[src/shared/adc_seq_pkg.sv]
// Package: register map, field positions and constants of the converter sequencer
package adc_seq_pkg;
    localparam logic [3:0] OFF_CTRL_ONE = 4'h0;
    localparam logic [3:0] OFF_CTRL_TWO = 4'h4;
    localparam logic [3:0] OFF_CTRL_THREE = 4'h8;
    localparam logic [3:0] OFF_SCAN_SEL = 4'hC;
    localparam logic [31:0] RESET_VALUE = 32'h0000_0000;
    // Control one
    localparam int B_ON = 15;
    localparam int B_STOP_IN_IDLE = 13;
    localparam int B_SSRC = 5;
    localparam int B_STOP_AFTER_FIRST_IRQ = 4;
    localparam int B_AUTO_SAMPLE_START = 2;
    localparam int B_SAMPLE_ENABLE = 1;
    localparam int B_DONE = 0;
    // Control two
    localparam int B_VCFG = 13;
    localparam int B_OFFSET_CALIBRATION_MODE = 12;
    localparam int B_SCAN = 10;
    localparam int B_BUFFER_FILL_HALF = 7;
    localparam int B_SMPI = 2;
    localparam int B_BUFFER_SPLIT_MODE = 1;
    localparam int B_ALTERNATE_SAMPLE_MODE = 0;
    // Control three
    localparam int B_CONVERSION_CLOCK_SOURCE = 15;
    localparam int B_SAMC = 8;
    localparam int B_ADCS = 0;
    // Scan select word: mask low, sample a select 19:16, sample b 27:24
    localparam int B_CHSA = 16;
    localparam int B_CHSB = 24;
    // Trigger codes
    localparam logic [2:0] TRIG_MANUAL = 3'h0;
    localparam logic [2:0] TRIG_EXT_EXTERNAL_INTERRUPT_ZERO = 3'h1;
    localparam logic [2:0] TRIG_TIMER = 3'h2;
    localparam logic [2:0] TRIG_CHARGE_TIME_UNIT = 3'h3;
    localparam logic [2:0] TRIG_AUTO = 3'h7;
    // Reference selections on ref_sel_o: bit1 high ext, bit0 low ext
    localparam logic [1:0] REF_SUPPLY = 2'h0;
    localparam logic [3:0] HALF_WORDS = 4'h8;
    localparam logic [3:0] LAST_WORD = 4'hF;
endpackage : adc_seq_pkg

[src/hdl/adc_sample_convert_sequencer.sv]
// Sample/convert sequencer with Wishbone registers for a 10-bit converter
`timescale 1ns/1ps
module adc_sample_convert_sequencer (
    input wire logic clk_i,
    input wire logic rst_i,
    input wire logic cyc_i,
    input wire logic stb_i,
    input wire logic we_i,
    input wire logic [3:0] adr_i,
    input wire logic [3:0] sel_i,
    input wire logic [31:0] dat_i,
    output logic [31:0] dat_o,
    output logic ack_o,
    input wire logic idle_i,
    input wire logic rc_tick_i,
    input wire logic timer_match_i,
    input wire logic ext_external_interrupt_zero_i,
    input wire logic charge_time_unit_event_i,
    input wire logic conv_done_i,
    input wire logic [9:0] conv_data_i,
    output logic sample_o,
    output logic conv_start_o,
    output logic tad_tick_o,
    output logic [3:0] input_sel_o,
    output logic offset_cal_o,
    output logic [1:0] ref_sel_o,
    output logic irq_o,
    output logic [3:0] buf_waddr_o,
    output logic [9:0] buf_wdata_o,
    output logic buf_we_o
);
    typedef enum logic [2:0] {
        ST_IDLE = 3'b001,
        ST_SAMPLE = 3'b010,
        ST_CONVERT = 3'b100
    } state_t;

    state_t state;
    logic [31:0] ctrl_one, ctrl_two, ctrl_three, scan_sel;
    logic [7:0] div_cnt;
    logic [4:0] samc_cnt;
    logic [3:0] seq_cnt, wptr, scan_idx, next_scan;
    logic alt_b, ext_prev, buffer_fill_half, sample_enable, done, auto_sample_start;
    logic wr, rd_ack, running, trig_hit, start_conv, irq_now;
    logic sample_enable_wr_one, sample_enable_wr_zero, done_wr_zero;

    //////////////////////////////////////////////////////////////////////
    // Wishbone slave: registered answer with one wait state, ack one cycle after stb
    assign wr = cyc_i && stb_i && we_i && !ack_o;
    always_ff @(posedge clk_i) begin
        if (rst_i) begin
            ack_o <= 1'b0;
        end else begin
            ack_o <= cyc_i && stb_i && !ack_o;
        end
    end

    always_ff @(posedge clk_i) begin
        if (rst_i) begin
            dat_o <= adc_seq_pkg::RESET_VALUE;
        end else if (cyc_i && stb_i && !ack_o) begin
            if (adr_i == adc_seq_pkg::OFF_CTRL_ONE) begin
                dat_o <= {ctrl_one[31:3], auto_sample_start, sample_enable, done};
            end else if (adr_i == adc_seq_pkg::OFF_CTRL_TWO) begin
                dat_o <= {ctrl_two[31:8], buffer_fill_half, ctrl_two[6:0]};
            end else if (adr_i == adc_seq_pkg::OFF_CTRL_THREE) begin
                dat_o <= ctrl_three;
            end else if (adr_i == adc_seq_pkg::OFF_SCAN_SEL) begin
                dat_o <= scan_sel;
            end else begin
                dat_o <= adc_seq_pkg::RESET_VALUE;
            end
        end
    end

    function automatic logic [31:0] merge(input logic [31:0] old,
                                          input logic [31:0] nw,
                                          input logic [3:0] be,
                                          input logic [31:0] msk);
        logic [31:0] m;
        m = {{8{be[3]}}, {8{be[2]}}, {8{be[1]}}, {8{be[0]}}} & msk;
        return (old & ~m) | (nw & m);
    endfunction : merge

    // Writable masks keep unimplemented bits at zero
    always_ff @(posedge clk_i) begin
        if (rst_i) begin
            ctrl_one <= adc_seq_pkg::RESET_VALUE;
            ctrl_two <= adc_seq_pkg::RESET_VALUE;
            ctrl_three <= adc_seq_pkg::RESET_VALUE;
            scan_sel <= adc_seq_pkg::RESET_VALUE;
        end else if (wr) begin
            if (adr_i == adc_seq_pkg::OFF_CTRL_ONE) begin
                ctrl_one <= merge(ctrl_one, dat_i, sel_i, 32'h0000_A0F0);
            end else if (adr_i == adc_seq_pkg::OFF_CTRL_TWO) begin
                ctrl_two <= merge(ctrl_two, dat_i, sel_i, 32'h0000_F43F);
            end else if (adr_i == adc_seq_pkg::OFF_CTRL_THREE) begin
                ctrl_three <= merge(ctrl_three, dat_i, sel_i, 32'h0000_9FFF);
            end else if (adr_i == adc_seq_pkg::OFF_SCAN_SEL) begin
                scan_sel <= merge(scan_sel, dat_i, sel_i, 32'h0F0F_FFFF);
            end
        end
    end

    assign sample_enable_wr_one = wr && adr_i == adc_seq_pkg::OFF_CTRL_ONE
        && sel_i[0] && dat_i[adc_seq_pkg::B_SAMPLE_ENABLE];
    assign sample_enable_wr_zero = wr && adr_i == adc_seq_pkg::OFF_CTRL_ONE
        && sel_i[0] && !dat_i[adc_seq_pkg::B_SAMPLE_ENABLE];
    assign done_wr_zero = wr && adr_i == adc_seq_pkg::OFF_CTRL_ONE
        && sel_i[0] && !dat_i[adc_seq_pkg::B_DONE];

    //////////////////////////////////////////////////////////////////////
    // Conversion clock: bus clock divided, or RC tick
    logic [2:0] ssrc;
    logic [4:0] samc;
    logic [7:0] adcs;
    assign ssrc = ctrl_one[adc_seq_pkg::B_SSRC +: 3];
    assign samc = ctrl_three[adc_seq_pkg::B_SAMC +: 5];
    assign adcs = ctrl_three[adc_seq_pkg::B_ADCS +: 8];
    // Idle with stop-in-idle sends the sequencer to ST_IDLE and clears the clock divider, as does module off; registers stay writable
    assign running = ctrl_one[adc_seq_pkg::B_ON]
        && !(idle_i && ctrl_one[adc_seq_pkg::B_STOP_IN_IDLE]);

    logic half_tick;
    logic tad_phase;
    // Half period of 2*(N+1) bus clocks is N+1 clocks
    always_ff @(posedge clk_i) begin
        if (rst_i || !running) begin
            div_cnt <= 8'h00;
        end else if (div_cnt == adcs) begin
            div_cnt <= 8'h00;
        end else begin
            div_cnt <= div_cnt + 8'h01;
        end
    end
    assign half_tick = running && div_cnt == adcs;
    always_ff @(posedge clk_i) begin
        if (rst_i || !running) begin
            tad_phase <= 1'b0;
        end else if (half_tick) begin
            tad_phase <= !tad_phase;
        end
    end
    // RC source bypasses the divider entirely
    assign tad_tick_o = ctrl_three[adc_seq_pkg::B_CONVERSION_CLOCK_SOURCE]
        ? (running && rc_tick_i)
        : (half_tick && tad_phase);

    //////////////////////////////////////////////////////////////////////
    // Trigger selection
    always_ff @(posedge clk_i) begin
        if (rst_i) begin
            ext_prev <= 1'b0;
        end else begin
            ext_prev <= ext_external_interrupt_zero_i;
        end
    end
    // Reserved codes 100..110 never trigger
    always_comb begin
        trig_hit = 1'b0;
        case (ssrc)
            adc_seq_pkg::TRIG_TIMER: trig_hit = timer_match_i;
            adc_seq_pkg::TRIG_EXT_EXTERNAL_INTERRUPT_ZERO: trig_hit = ext_external_interrupt_zero_i && !ext_prev;
            adc_seq_pkg::TRIG_CHARGE_TIME_UNIT: trig_hit = charge_time_unit_event_i;
            adc_seq_pkg::TRIG_AUTO:
                trig_hit = tad_tick_o && samc_cnt >= samc;
            adc_seq_pkg::TRIG_MANUAL: trig_hit = sample_enable_wr_zero;
            default: trig_hit = 1'b0;
        endcase
    end

    // Sample-time counter counts conversion clocks while sampling
    always_ff @(posedge clk_i) begin
        if (rst_i || state != ST_SAMPLE) begin
            samc_cnt <= 5'h00;
        end else if (tad_tick_o && samc_cnt != 5'h1F) begin
            samc_cnt <= samc_cnt + 5'h01;
        end
    end

    assign start_conv = running && state == ST_SAMPLE && trig_hit;
    assign conv_start_o = start_conv;
    assign sample_o = state == ST_SAMPLE;

    //////////////////////////////////////////////////////////////////////
    // Sequencer
    logic seq_end;
    assign seq_end = running && state == ST_CONVERT && conv_done_i;
    assign irq_now = seq_end
        && seq_cnt == ctrl_two[adc_seq_pkg::B_SMPI +: 4];
    always_ff @(posedge clk_i) begin
        if (rst_i) begin
            state <= ST_IDLE;
        end else if (!running) begin
            state <= ST_IDLE;
        end else begin
            case (state)
                // A sample enable written while off starts once enabled
                ST_IDLE: if (sample_enable_wr_one || sample_enable || auto_sample_start) state <= ST_SAMPLE;
                ST_SAMPLE: if (start_conv) state <= ST_CONVERT;
                ST_CONVERT: if (conv_done_i) begin
                    // Auto start only survives if not cleared by this irq
                    if (auto_sample_start && !(irq_now && ctrl_one[adc_seq_pkg::B_STOP_AFTER_FIRST_IRQ])) begin
                        state <= ST_SAMPLE;
                    end else begin
                        state <= ST_IDLE;
                    end
                end
                default: state <= ST_IDLE;
            endcase
        end
    end

    always_ff @(posedge clk_i) begin
        if (rst_i) begin
            auto_sample_start <= 1'b0;
        end else if (irq_now && ctrl_one[adc_seq_pkg::B_STOP_AFTER_FIRST_IRQ]) begin
            auto_sample_start <= 1'b0;
        end else if (wr && adr_i == adc_seq_pkg::OFF_CTRL_ONE && sel_i[0]) begin
            auto_sample_start <= dat_i[adc_seq_pkg::B_AUTO_SAMPLE_START];
        end
    end

    // Sample enable mirrors the sampling phase
    always_ff @(posedge clk_i) begin
        if (rst_i) begin
            sample_enable <= 1'b0;
        end else if (start_conv) begin
            sample_enable <= 1'b0;
        end else if (state == ST_IDLE && running && (sample_enable_wr_one || auto_sample_start)) begin
            sample_enable <= 1'b1;
        end else if (seq_end && state == ST_CONVERT
                     && auto_sample_start && !(irq_now && ctrl_one[adc_seq_pkg::B_STOP_AFTER_FIRST_IRQ])) begin
            sample_enable <= 1'b1;
        end else if (sample_enable_wr_one) begin
            sample_enable <= 1'b1;
        end
    end

    // Set wins over a same-cycle software clear
    always_ff @(posedge clk_i) begin
        if (rst_i) begin
            done <= 1'b0;
        end else if (seq_end) begin
            done <= 1'b1;
        end else if (start_conv) begin
            done <= 1'b0;
        end else if (done_wr_zero) begin
            done <= 1'b0;
        end
    end

    always_ff @(posedge clk_i) begin
        if (rst_i) begin
            seq_cnt <= 4'h0;
        end else if (irq_now) begin
            seq_cnt <= 4'h0;
        end else if (seq_end) begin
            seq_cnt <= seq_cnt + 4'h1;
        end
    end

    always_ff @(posedge clk_i) begin
        if (rst_i) begin
            irq_o <= 1'b0;
        end else begin
            irq_o <= irq_now;
        end
    end

    //////////////////////////////////////////////////////////////////////
    // Result buffer addressing
    logic split;
    assign split = ctrl_two[adc_seq_pkg::B_BUFFER_SPLIT_MODE];
    always_ff @(posedge clk_i) begin
        if (rst_i) begin
            wptr <= 4'h0;
            buffer_fill_half <= 1'b0;
        end else if (irq_now) begin
            wptr <= 4'h0;
            buffer_fill_half <= split ? !buffer_fill_half : 1'b0;
        end else if (seq_end) begin
            // Split halves wrap within eight words
            wptr <= (split && wptr == adc_seq_pkg::HALF_WORDS - 4'h1)
                ? 4'h0 : wptr + 4'h1;
        end
    end

    always_ff @(posedge clk_i) begin
        if (rst_i) begin
            buf_we_o <= 1'b0;
            buf_waddr_o <= 4'h0;
            buf_wdata_o <= 10'h000;
        end else begin
            buf_we_o <= seq_end;
            buf_waddr_o <= split ? {buffer_fill_half, wptr[2:0]} : wptr;
            buf_wdata_o <= conv_data_i;
        end
    end

    //////////////////////////////////////////////////////////////////////
    // Input selection: scan, alternate, calibration
    always_comb begin
        next_scan = scan_idx;
        for (int k = 15; k >= 0; k--) begin
            if (scan_sel[4'(scan_idx + 4'(k + 1))]) begin
                next_scan = 4'(scan_idx + 4'(k + 1));
            end
        end
    end

    always_ff @(posedge clk_i) begin
        if (rst_i) begin
            scan_idx <= 4'hF;
            alt_b <= 1'b0;
        end else if (irq_now || state == ST_IDLE) begin
            scan_idx <= adc_seq_pkg::LAST_WORD;
            alt_b <= 1'b0;
        end else if (start_conv) begin
            alt_b <= ctrl_two[adc_seq_pkg::B_ALTERNATE_SAMPLE_MODE] && !alt_b;
            if (ctrl_two[adc_seq_pkg::B_SCAN]) begin
                scan_idx <= next_scan;
            end
        end
    end

    logic [3:0] scan_now;
    assign scan_now = next_scan;
    assign input_sel_o = (ctrl_two[adc_seq_pkg::B_SCAN] && !alt_b)
        ? scan_now
        : alt_b ? scan_sel[adc_seq_pkg::B_CHSB +: 4]
        : scan_sel[adc_seq_pkg::B_CHSA +: 4];
    assign offset_cal_o = ctrl_two[adc_seq_pkg::B_OFFSET_CALIBRATION_MODE];

    always_comb begin
        case (ctrl_two[adc_seq_pkg::B_VCFG +: 3])
            3'h1: ref_sel_o = 2'h2;
            3'h2: ref_sel_o = 2'h1;
            3'h3: ref_sel_o = 2'h3;
            default: ref_sel_o = adc_seq_pkg::REF_SUPPLY;
        endcase
    end

    //////////////////////////////////////////////////////////////////////
    // Assertions
    property p_done_set;
        @(posedge clk_i) disable iff (rst_i) seq_end |=> done;
    endproperty
    a_done_set: assert property (p_done_set) else $error("done not set");

    property p_done_clr;
        @(posedge clk_i) disable iff (rst_i)
            start_conv && !seq_end |=> !done && state == ST_CONVERT;
    endproperty
    a_done_clr: assert property (p_done_clr) else $error("done kept");

    property p_sample_enable_clear;
        @(posedge clk_i) disable iff (rst_i) start_conv |=> !sample_enable;
    endproperty
    a_sample_enable_clear: assert property (p_sample_enable_clear) else $error("sample_enable kept");

    property p_stop_after_first_irq;
        @(posedge clk_i) disable iff (rst_i)
            irq_now && ctrl_one[adc_seq_pkg::B_STOP_AFTER_FIRST_IRQ] |=> !auto_sample_start ##0 irq_o;
    endproperty
    a_stop_after_first_irq: assert property (p_stop_after_first_irq) else $error("auto_sample_start kept");

    property p_no_reserved;
        @(posedge clk_i) disable iff (rst_i)
            ssrc[2] && ssrc != adc_seq_pkg::TRIG_AUTO |-> !start_conv;
    endproperty
    a_no_reserved: assert property (p_no_reserved) else $error("reserved trig");

    property p_auto_len;
        @(posedge clk_i) disable iff (rst_i)
            ssrc == adc_seq_pkg::TRIG_AUTO && start_conv |-> samc_cnt >= samc;
    endproperty
    a_auto_len: assert property (p_auto_len) else $error("short sample");

    property p_resample;
        @(posedge clk_i) disable iff (rst_i)
            seq_end && auto_sample_start && !irq_now |=> state == ST_SAMPLE && sample_enable;
    endproperty
    a_resample: assert property (p_resample) else $error("no resample");

    property p_ptr_reset;
        @(posedge clk_i) disable iff (rst_i) irq_now |=> wptr == 4'h0;
    endproperty
    a_ptr_reset: assert property (p_ptr_reset) else $error("ptr kept");
endmodule : adc_sample_convert_sequencer

[config.mk]
export PLATFORM = sky130hd
export DESIGN_NAME = adc_sample_convert_sequencer
export DESIGN_NICKNAME = d
export VERILOG_FILES = /design/src/shared/adc_seq_pkg.sv /design/src/hdl/adc_sample_convert_sequencer.sv
export SDC_FILE = /design/constraint.sdc
export NUM_CORES = 1
export LEC_CHECK = 0
export ABC_AREA = 0
export BUFFER_PORTS_ARGS = -buffer_cell sky130_fd_sc_hd__buf_2
export CAP_MARGIN = 20
export CORE_MARGIN = 2
export CORE_UTILIZATION = 60
export DETAILED_ROUTE_END_ITERATION = 16
export PLACE_DENSITY = 0.92
export SLEW_MARGIN = 20
export SYNTH_ARGS = -nofsm -noshare
export SYNTH_HDL_FRONTEND = slang
export SYNTH_SLANG_ARGS = --single-unit
[constraint.sdc]
create_clock -name clk_i -period 6.5 [get_ports clk_i]
set_input_delay 0.65 -clock clk_i [delete_from_list [all_inputs] [get_ports clk_i]]
set_output_delay 0.65 -clock clk_i [all_outputs]
set_load 0.05 [all_outputs]
==> results of run 1 <==
==> layout by cell type, fill, tap and decap left out, types with 5 or more instances in the layout <==
cell        count
xnor2_1        25
clkbuf_16      17
conb_1          8
clkinvlp_4      6
nor2b_1        19
o21ai_0        18
mux4_2         26
nand4_1        10
a31oi_1         5
nand2_1        82
inv_1          24
a21o_1          6
ha_1           17
dfxtp_1       131
o211ai_1        5
nand3_1        18
buf_4           5
xor2_1         16
buf_2         102
nor2_1        121
a22o_1         14
a221oi_1       12
mux2i_1        66
and3_1         10
a22oi_1        15
mux4_1         11
mux2_2         24
nor3_1         17
a21oi_1        43
==> routing by layer <==
metal | up-vias | track usage (%) | wire length [um]
li1 | 3298 | - | -
met1 | 3491 | 38.1 | 8400
met2 | 427 | 52.4 | 10700
met3 | 93 | 6.42 | 1870
met4 | 0 | 16.9 | 1010
met5 | - | 0 | 0
==> final cells by class <==
cell class	count	area, um2
Fill cell	880	4030
Timing Repair Buffer	107	548
Inverter	26	98.8
Clock inverter	14	153
Multi-Input combinational cell	662	4970
Tap cell	176	220
Sequential cell	131	2620
Clock buffer	18	439
==> power by group through the flow <==
stage / clock network (mW) / logic (mW) / registers (mW)
2_1_floorplan: 0 / 0.0505 / 0.853
3_3_place_gp: 0 / 0.104 / 0.831
3_5_place_dp: 0 / 0.106 / 0.831
4_1_cts: 0.955 / 0.106 / 0.814
5_1_grt: 0.994 / 0.114 / 0.814
6_report: 0.954 / 0.109 / 0.814
==> logic make-up (layout without fill, tap and decap cells) <==
logic type / after synthesis / count (layout) / synth area share (%)
simple gates: 311 / 311 / 18.0
compound gates: 157 / 157 / 14.0
flops: 131 / 131 / 33.0
mux: 127 / 127 / 22.7
buf+inv: 76 / 165 / 4.77
xor+xnor: 42 / 42 / 4.73
fa+ha+maj: 17 / 17 / 2.68
other cells: 1 / 8 / 0.0472
==> critical path, cell delays in order, from the launching register on <==
cell and delay (ps):
dfxtp_1 300, buf_4 380, inv_1 270, ha_1 810, mux4_2 690, mux4_2 560, a21oi_1 150, o2111ai_1 130
nand3_1 120, nand3_1 110, a221o_1 400, a221o_1 340, buf_2 210
==> per-stage QoR <==
stage                     instance area, um2  worst slack, ps
after global placement                  8460             1480
after detailed placement                8460             1440
after floorplan                         7970             1270
after global routing                    9050              602
final                                   9050              927
after CTS                               9050              977
==> worst max path at each step <==
stage	startpoint	endpoint	slack, ps	depth (start not counted)
floorplan	scan_idx[1]$_SDFFE_PP1P_	input_sel_o[1]	1270	16
global placement	scan_idx[1]$_SDFFE_PP1P_	input_sel_o[2]	1480	12
detailed placement	scan_idx[1]$_SDFFE_PP1P_	input_sel_o[1]	1440	13
CTS	scan_idx[1]$_SDFFE_PP1P_	input_sel_o[2]	980	12
global route	scan_idx[1]$_SDFFE_PP1P_	input_sel_o[1]	600	13
finish	scan_idx[1]$_SDFFE_PP1P_	input_sel_o[2]	930	12
==> reports/metrics.yaml, run 1 <==
cts-resized-gates: 0
drtAntennaViolNets: 0
reg2regPathDepth: 12
dpl.hpwl_mm: 15.2
maxSlewViolCount: 0
dr.pass1.iters: 7
cts_tree: "built"
yosys.cell_count.top_type: "dfxtp_1"
dieArea_um2: 14200
fmax_mhz: 179
rows: 42
drive_above_1_share_pct: 21.6
fin_crit_ps: 5570
synth_area_um2: 7940
overflow: 0
crit_path_start_kind: "flip-flop"
finalCritPeriodShare_pct: 85.7
drt_iter0_markers: 759
numCtsBuffers: 17
synth_flop_cell: "dfxtp_1"
power.leakage_nw: 3.65
synth_top_cell_area_share_pct: 33.0
status: "completed"
seqPwrFrac_pct: 43.4
grt_pass1_wl_mm: 35.4
synth_commonest_cells: "dfxtp_1, nor2_1, nand2_1"
area_growth_pct: 14.0
synth.yosys.seq_area_share_pct: 33.0
cp_max_fo: 33
r2r_setup_slack_ps: 2110
grt_util_all_layers_pct: 31.4
layout.cells.non_filler: 1134
dp_cells: 1102
cts_setup_buffers: 0
hold_violations: 0
diodes: 0
vias_per_cell: 6.45
num-nets-final: 1023
slew_headroom_pct: 29.0
antenna_found_initial: 0
ys_seq_elements: 131
combPwrFrac_pct: 5.8
grt_pass1_vias: 6957
die_x_um: 119
sw_frac_of_total_pct: 24.6
r2r-start: "scan_idx[1]$_SDFFE_PP1P_"
critPathArrivalTime_ps: 4920
max_cap_viol_count: 0
synthCells: 862
ys_warn_count: 0
wire_per_inst_um: 19.4
initial_utilization_pct: 60.7
p_sw_mw: 0.462
routabilityCongestion: 1.04
hold_start: "conv_data_i[6]"
clock_path_buffers: 2
holdWs_ps: 432
min_delay_path_depth: 2
grt_setup_unrepaired: "false"
yosys.area.top_type: "dfxtp_1"
p_clk_share_pct: 50.8
async_flop_share_pct: 0
wirelength_mm: 22.0
setup_viol: 0
via_count: 7309
fin_skew_ps: 9.91
ios: 120
htree_num_levels: 4
regToRegEndpoint: "scan_idx[1]$_SDFFE_PP1P_"
synth.avg_cell_area_um2: 9.21
finalSetupTns_ps: 0
io_buffer_count: 103
worst_setup_path_end_kind: "primary output"
path_class: "flip-flop to primary output"
synth_area_leaders: "dfxtp_1, mux2i_1, mux4_2, nor2_1, nand2_1"
synth_edf_count: 0
core_um2: 13100
grt_max_degree: 108
tightest_slew_ps: 1060
route.detailed.drc: 0
ir_drop_mv: 0.163
yosysUniqueCellTypes: 70
die_h_um: 119
powerDensity_nw_per_um2: 207
clk_latency_ps: 430
clk_pin_slew_ps: 60
postCtsHoldBufs: 0
hold_end: "buf_wdata_o[6]$_SDFF_PP0_"
cts-root-buf: "clkbuf_16"
cts.sink_count: 131
fin_util_pct: 69.2
finalPower_mw: 1.88
cp.required_ps: 5850
hold_path.class: "input pin to flip-flop"
internal-power_mw: 1.42
Note: power is estimated with default switching activity, not from simulation.
==> run 2: changes to the inputs <==
- ABC_AREA: 0 -> 1
- PLACE_DENSITY: 0.92 -> 0.93
==> reports/metrics.yaml, run 2 <==
rows: 40
grt_pass1_wl_mm: 33.9
path_class: "flip-flop to primary output"
synth_area_um2: 7280
holdWs_ps: 434
yosys.area.top_type: "dfxtp_1"
slew_headroom_pct: 49.8
final_common_cell: "nand2_1"
finalCritPeriodShare_pct: 73.2
cp_slowest_cell: "ha_1"
synth_flop_cell: "dfxtp_1"
ir_drop_mv: 0.214
cp.required_ps: 5850
core_um2: 11900
initial_utilization_pct: 61.1
critical_path.max_stage_delay_ps: 670
p_clk_share_pct: 49.2
tightest_slew_ps: 751
antenna_found_initial: 1
fillers: 895
area_growth_pct: 14.8
power.leakage_nw: 3.68
clk_pin_slew_ps: 50
synth.yosys.seq_area_share_pct: 36.0
dieArea_um2: 13000
die_h_um: 114
ys_seq_elements: 131
cts.sink_count: 131
hold_end: "buf_wdata_o[6]$_SDFF_PP0_"
postCtsHoldBufs: 0
yosys.cell_count.top_type: "nand2_1"
grt_util_all_layers_pct: 32.6
async_flop_share_pct: 0
grt_pass1_vias: 7234
cts-root-buf: "clkbuf_16"
ios: 120
dpl.hpwl_mm: 14.3
powerDensity_nw_per_um2: 220
route.detailed.drc: 0
clock_path_buffers: 2
r2r_setup_slack_ps: 2970
grt_max_degree: 64
clk_latency_ps: 420
hold_start: "conv_data_i[6]"
fmax_mhz: 210
synth_top_cell_area_share_pct: 36.0
ys_warn_count: 0
drive_above_1_share_pct: 16.8
min_delay_path_depth: 3
r2r-start: "scan_idx[0]$_SDFFE_PP1P_"
overflow: 0
max_cap_viol_count: 0
cts-resized-gates: 0
synth_edf_count: 0
setup_viol: 0
synthCells: 1078
combPwrFrac_pct: 6.3
hold_violations: 0
maxSlewViolCount: 0
status: "completed"
seqPwrFrac_pct: 44.5
drt_iter0_markers: 1024
synth.avg_cell_area_um2: 6.75
ff_latch_area_um2: 2620
multiInputGateArea_um2: 3840
reg2regPathDepth: 20
drtAntennaViolNets: 0
hold_path.class: "input pin to flip-flop"
worst_setup_path_end_kind: "primary output"
internal-power_mw: 1.42
yosysUniqueCellTypes: 52
sw_frac_of_total_pct: 22.8
cp_max_fo: 23
crit_path_start_kind: "flip-flop"
routabilityCongestion: 0.969
synth_commonest_cells: "nand2_1, inv_1, dfxtp_1"
fin_skew_ps: 6.56
wire_per_inst_um: 15.9
num-nets-final: 1248
wirelength_mm: 21.2
numCtsBuffers: 17
layout_common_cells: "nand2_1, inv_1, dfxtp_1"
via_count: 7858
synth_area_leaders: "dfxtp_1, nand2_1, inv_1, a21oi_1, nand3_1"
crit_top_cell: "nand2_1"
cts_setup_buffers: 0
dr.pass1.iters: 6
vias_per_cell: 5.91
fin_crit_ps: 4760
die_x_um: 114
p_sw_mw: 0.420
io_buffer_count: 103
finalSetupTns_ps: 0
cts_tree: "built"
grt_setup_unrepaired: "false"
htree_num_levels: 4
regToRegEndpoint: "scan_idx[0]$_SDFFE_PP1P_"
critPathArrivalTime_ps: 4110
## run 2: layout make-up
type	instances	area share (%)
diodes	1	0.0300
clock buffers	24	5.65
clock inverters	6	0.959
inverters	161	7.26
multi-input cells	752	46.0
flip-flops and latches	131	31.4
well taps	147	2.20
repair buffers	107	6.53
## run 2: layer usage
layer,global-route usage [%],share of wire (%),vias up
li1,-,-,3688
met1,39.9,38,3500
met2,53.7,46,563
met3,6.19,11,107
met4,18.5,4.7,0
met5,0,0,-
## run 2: power by group through the flow
| stage | combinational, mW | sequential [mW] | clock (mW) |
|---|---|---|---|
| finish | 0.116 | 0.816 | 0.904 |
| global route | 0.123 | 0.816 | 0.943 |
| CTS | 0.113 | 0.816 | 0.906 |
| detailed placement | 0.112 | 0.833 | 0 |
| global placement | 0.111 | 0.832 | 0 |
| floorplan | 0.0520 | 0.857 | 0 |
## run 2: kinds of logic after synthesis
kind of cell / share of synthesized area (%)
compound gates: 19.3
fa+ha+maj: 2.92
flops: 36.0
xor+xnor: 1.41
buf+inv: 11.6
other cells: 0.0515
simple gates: 28.8
## run 2: worst max-delay path by stage
stage	startpoint	endpoint	slack [ps]	depth (start not counted)
3_5_place_dp	scan_idx[0]$_SDFFE_PP1P_	input_sel_o[3]	2230	28
4_1_cts	scan_idx[0]$_SDFFE_PP1P_	input_sel_o[3]	1780	28
6_report	scan_idx[0]$_SDFFE_PP1P_	input_sel_o[3]	1740	28
2_1_floorplan	scan_idx[1]$_SDFFE_PP1P_	input_sel_o[1]	3120	27
3_3_place_gp	scan_idx[0]$_SDFFE_PP1P_	input_sel_o[3]	2290	28
5_1_grt	scan_idx[0]$_SDFFE_PP1P_	input_sel_o[3]	1330	28
## run 2: critical path, delay by kind of cell, from the launching register on
kind / cells / cell delay [ps]
fa+ha+maj: 1 / 670
buf+inv: 4 / 1110
flops: 1 / 300
simple gates: 23 / 1600
## run 2: through the flow
step | utilization (%) | cells | worst slack [ps] | cell area [um2] | total power, mW
after floorplan | - | 1085 | 3120 | 7300 | 0.909
after global placement | 65.5 | 1298 | 2290 | 7800 | 0.943
after detailed placement | 65.5 | 1298 | 2230 | 7800 | 0.945
after CTS | 70.1 | 1328 | 1780 | 8350 | 1.84
after global routing | 70.1 | 1329 | 1330 | 8350 | 1.88
final | 70.1 | 1329 | 1740 | 8350 | 1.84
==> run 3: changes to the inputs <==
- ABC_AREA: 1 -> 0
- CORE_UTILIZATION: 60 -> 58
- PLACE_DENSITY: 0.93 -> 0.9
- clock period: 6.5 -> 4.4 ns (I/O delays scaled with it)
==> reports/metrics.yaml, run 3 (synthesis gave the netlist of run 1 again) <==
slew_headroom_pct: 28.7
dpl.hpwl_mm: 16.2
dieArea_um2: 14600
antenna_found_initial: 0
grt_util_all_layers_pct: 32.7
vias_per_cell: 6.42
finalCritPeriodShare_pct: 97.2
finalInstanceArea_um2: 9360
fillers: 912
fmax_mhz: 234
cts.sink_count: 131
core_um2: 13300
cp_max_fo: 7
finalPower_mw: 2.86
drtAntennaViolNets: 0
grt_max_degree: 108
rows: 42
cts_tree: "built"
clock_path_buffers: 2
htree_num_levels: 4
route.detailed.drc: 0
ios: 120
hold_violations: 0
cp.required_ps: 3960
wirelength_mm: 23.3
die_x_um: 121
holdWs_ps: 223
finalWorstSetupSlack_ps: 121
routabilityCongestion: 0.944
multiInputGateArea_um2: 5070
crit_path_start_kind: "flip-flop"
diodes: 0
layout_common_cells: "dfxtp_1, nor2_1, buf_2"
hold_path.class: "input pin to flip-flop"
powerDensity_nw_per_um2: 305
fin_skew_ps: 8.59
wire_per_inst_um: 20.2
area_growth_pct: 17.9
max_cap_viol_count: 0
path_class: "flip-flop to primary output"
pre_cts_ws_ps: 261
numCtsBuffers: 17
tightest_slew_ps: 1070
fin_crit_ps: 4280
grt_setup_unrepaired: "false"
cts-root-buf: "clkbuf_16"
worst_setup_path_end_kind: "primary output"
ir_drop_mv: 0.374
io_buffer_count: 103
power.leakage_nw: 3.79
grt_pass1_vias: 7131
ff_latch_area_um2: 2630
final_common_cell: "dfxtp_1"
finalSetupTns_ps: 0
dr.pass1.iters: 5
drive_above_1_share_pct: 25.2
drt_iter0_markers: 1030
via_count: 7399
initial_utilization_pct: 59.7
postCtsHoldBufs: 0
critPathArrivalTime_ps: 3840
status: "completed"
setup_viol: 0
placed_area_um2: 8600
grt_pass1_wl_mm: 37.1
num-nets-final: 1046
overflow: 0
clk_latency_ps: 430
clk_pin_slew_ps: 50
maxSlewViolCount: 0
die_h_um: 121
run 3: cell type report:
type                            count  area share, %
Inverter                           26           1.08
Tap cell                          176           2.35
Timing Repair Buffer              130           7.82
Multi-Input combinational cell    662           54.1
Clock buffer                       23           5.21
Sequential cell                   131           28.1
Clock inverter                      5           1.34
run 3: worst paths after layout:
path                            start                        end  slack (ps)  depth (start not counted)
max          scan_idx[0]$_SDFFE_PP1P_             input_sel_o[2]         120                         11
min                    conv_data_i[2]  buf_wdata_o[2]$_SDFF_PP0_         220                          2
max reg2reg  scan_idx[1]$_SDFFE_PP1P_   scan_idx[3]$_SDFFE_PP1P_        1030                         11
min reg2reg    dat_o[14]$_SDFFE_PP0P_     dat_o[14]$_SDFFE_PP0P_         470                          2
run 3: stage by stage:
stage / utilization (%) / cells
floorplan: - / 869
global placement: 64.7 / 1120
detailed placement: 64.7 / 1120
CTS: 69.7 / 1150
global route: 70.4 / 1153
finish: 70.4 / 1153
run 3: metal layers:
metal / global-route usage (%) / routed length, um
met1: 39.7 / 8620
met2: 53.1 / 11200
met3: 7.19 / 2080
met4: 19.4 / 1390
met5: 0 / 0
run 3: report_power, final:
group	internal [mW]	leakage, nW	total [mW]	switching [mW]
Clock	0.993	0.301	1.49	0.496
Sequential	1.20	1.06	1.20	0.00586
Combinational	0.0427	2.43	0.163	0.121
Total	2.23	3.79	2.86	0.623
run 3: worst max-delay path, stage by stage (launching register included):
cell and delay (ps):
dfxtp_2 390, inv_4 90, ha_4 330, mux4_2 600, mux4_2 570, a21oi_1 150, o2111ai_1 130, nand3_1 110
nand3_1 70, a221o_1 370, a221o_2 390, buf_2 220
run 3: what timing repair did:
| action | in CTS | in global routing |
|---|---|---|
| endpoints found under the setup margin | 3 | 4 |
| buffers inserted | 2 | 3 |
| pin swaps | 0 | 1 |
| gates resized for setup | 7 | 21 |
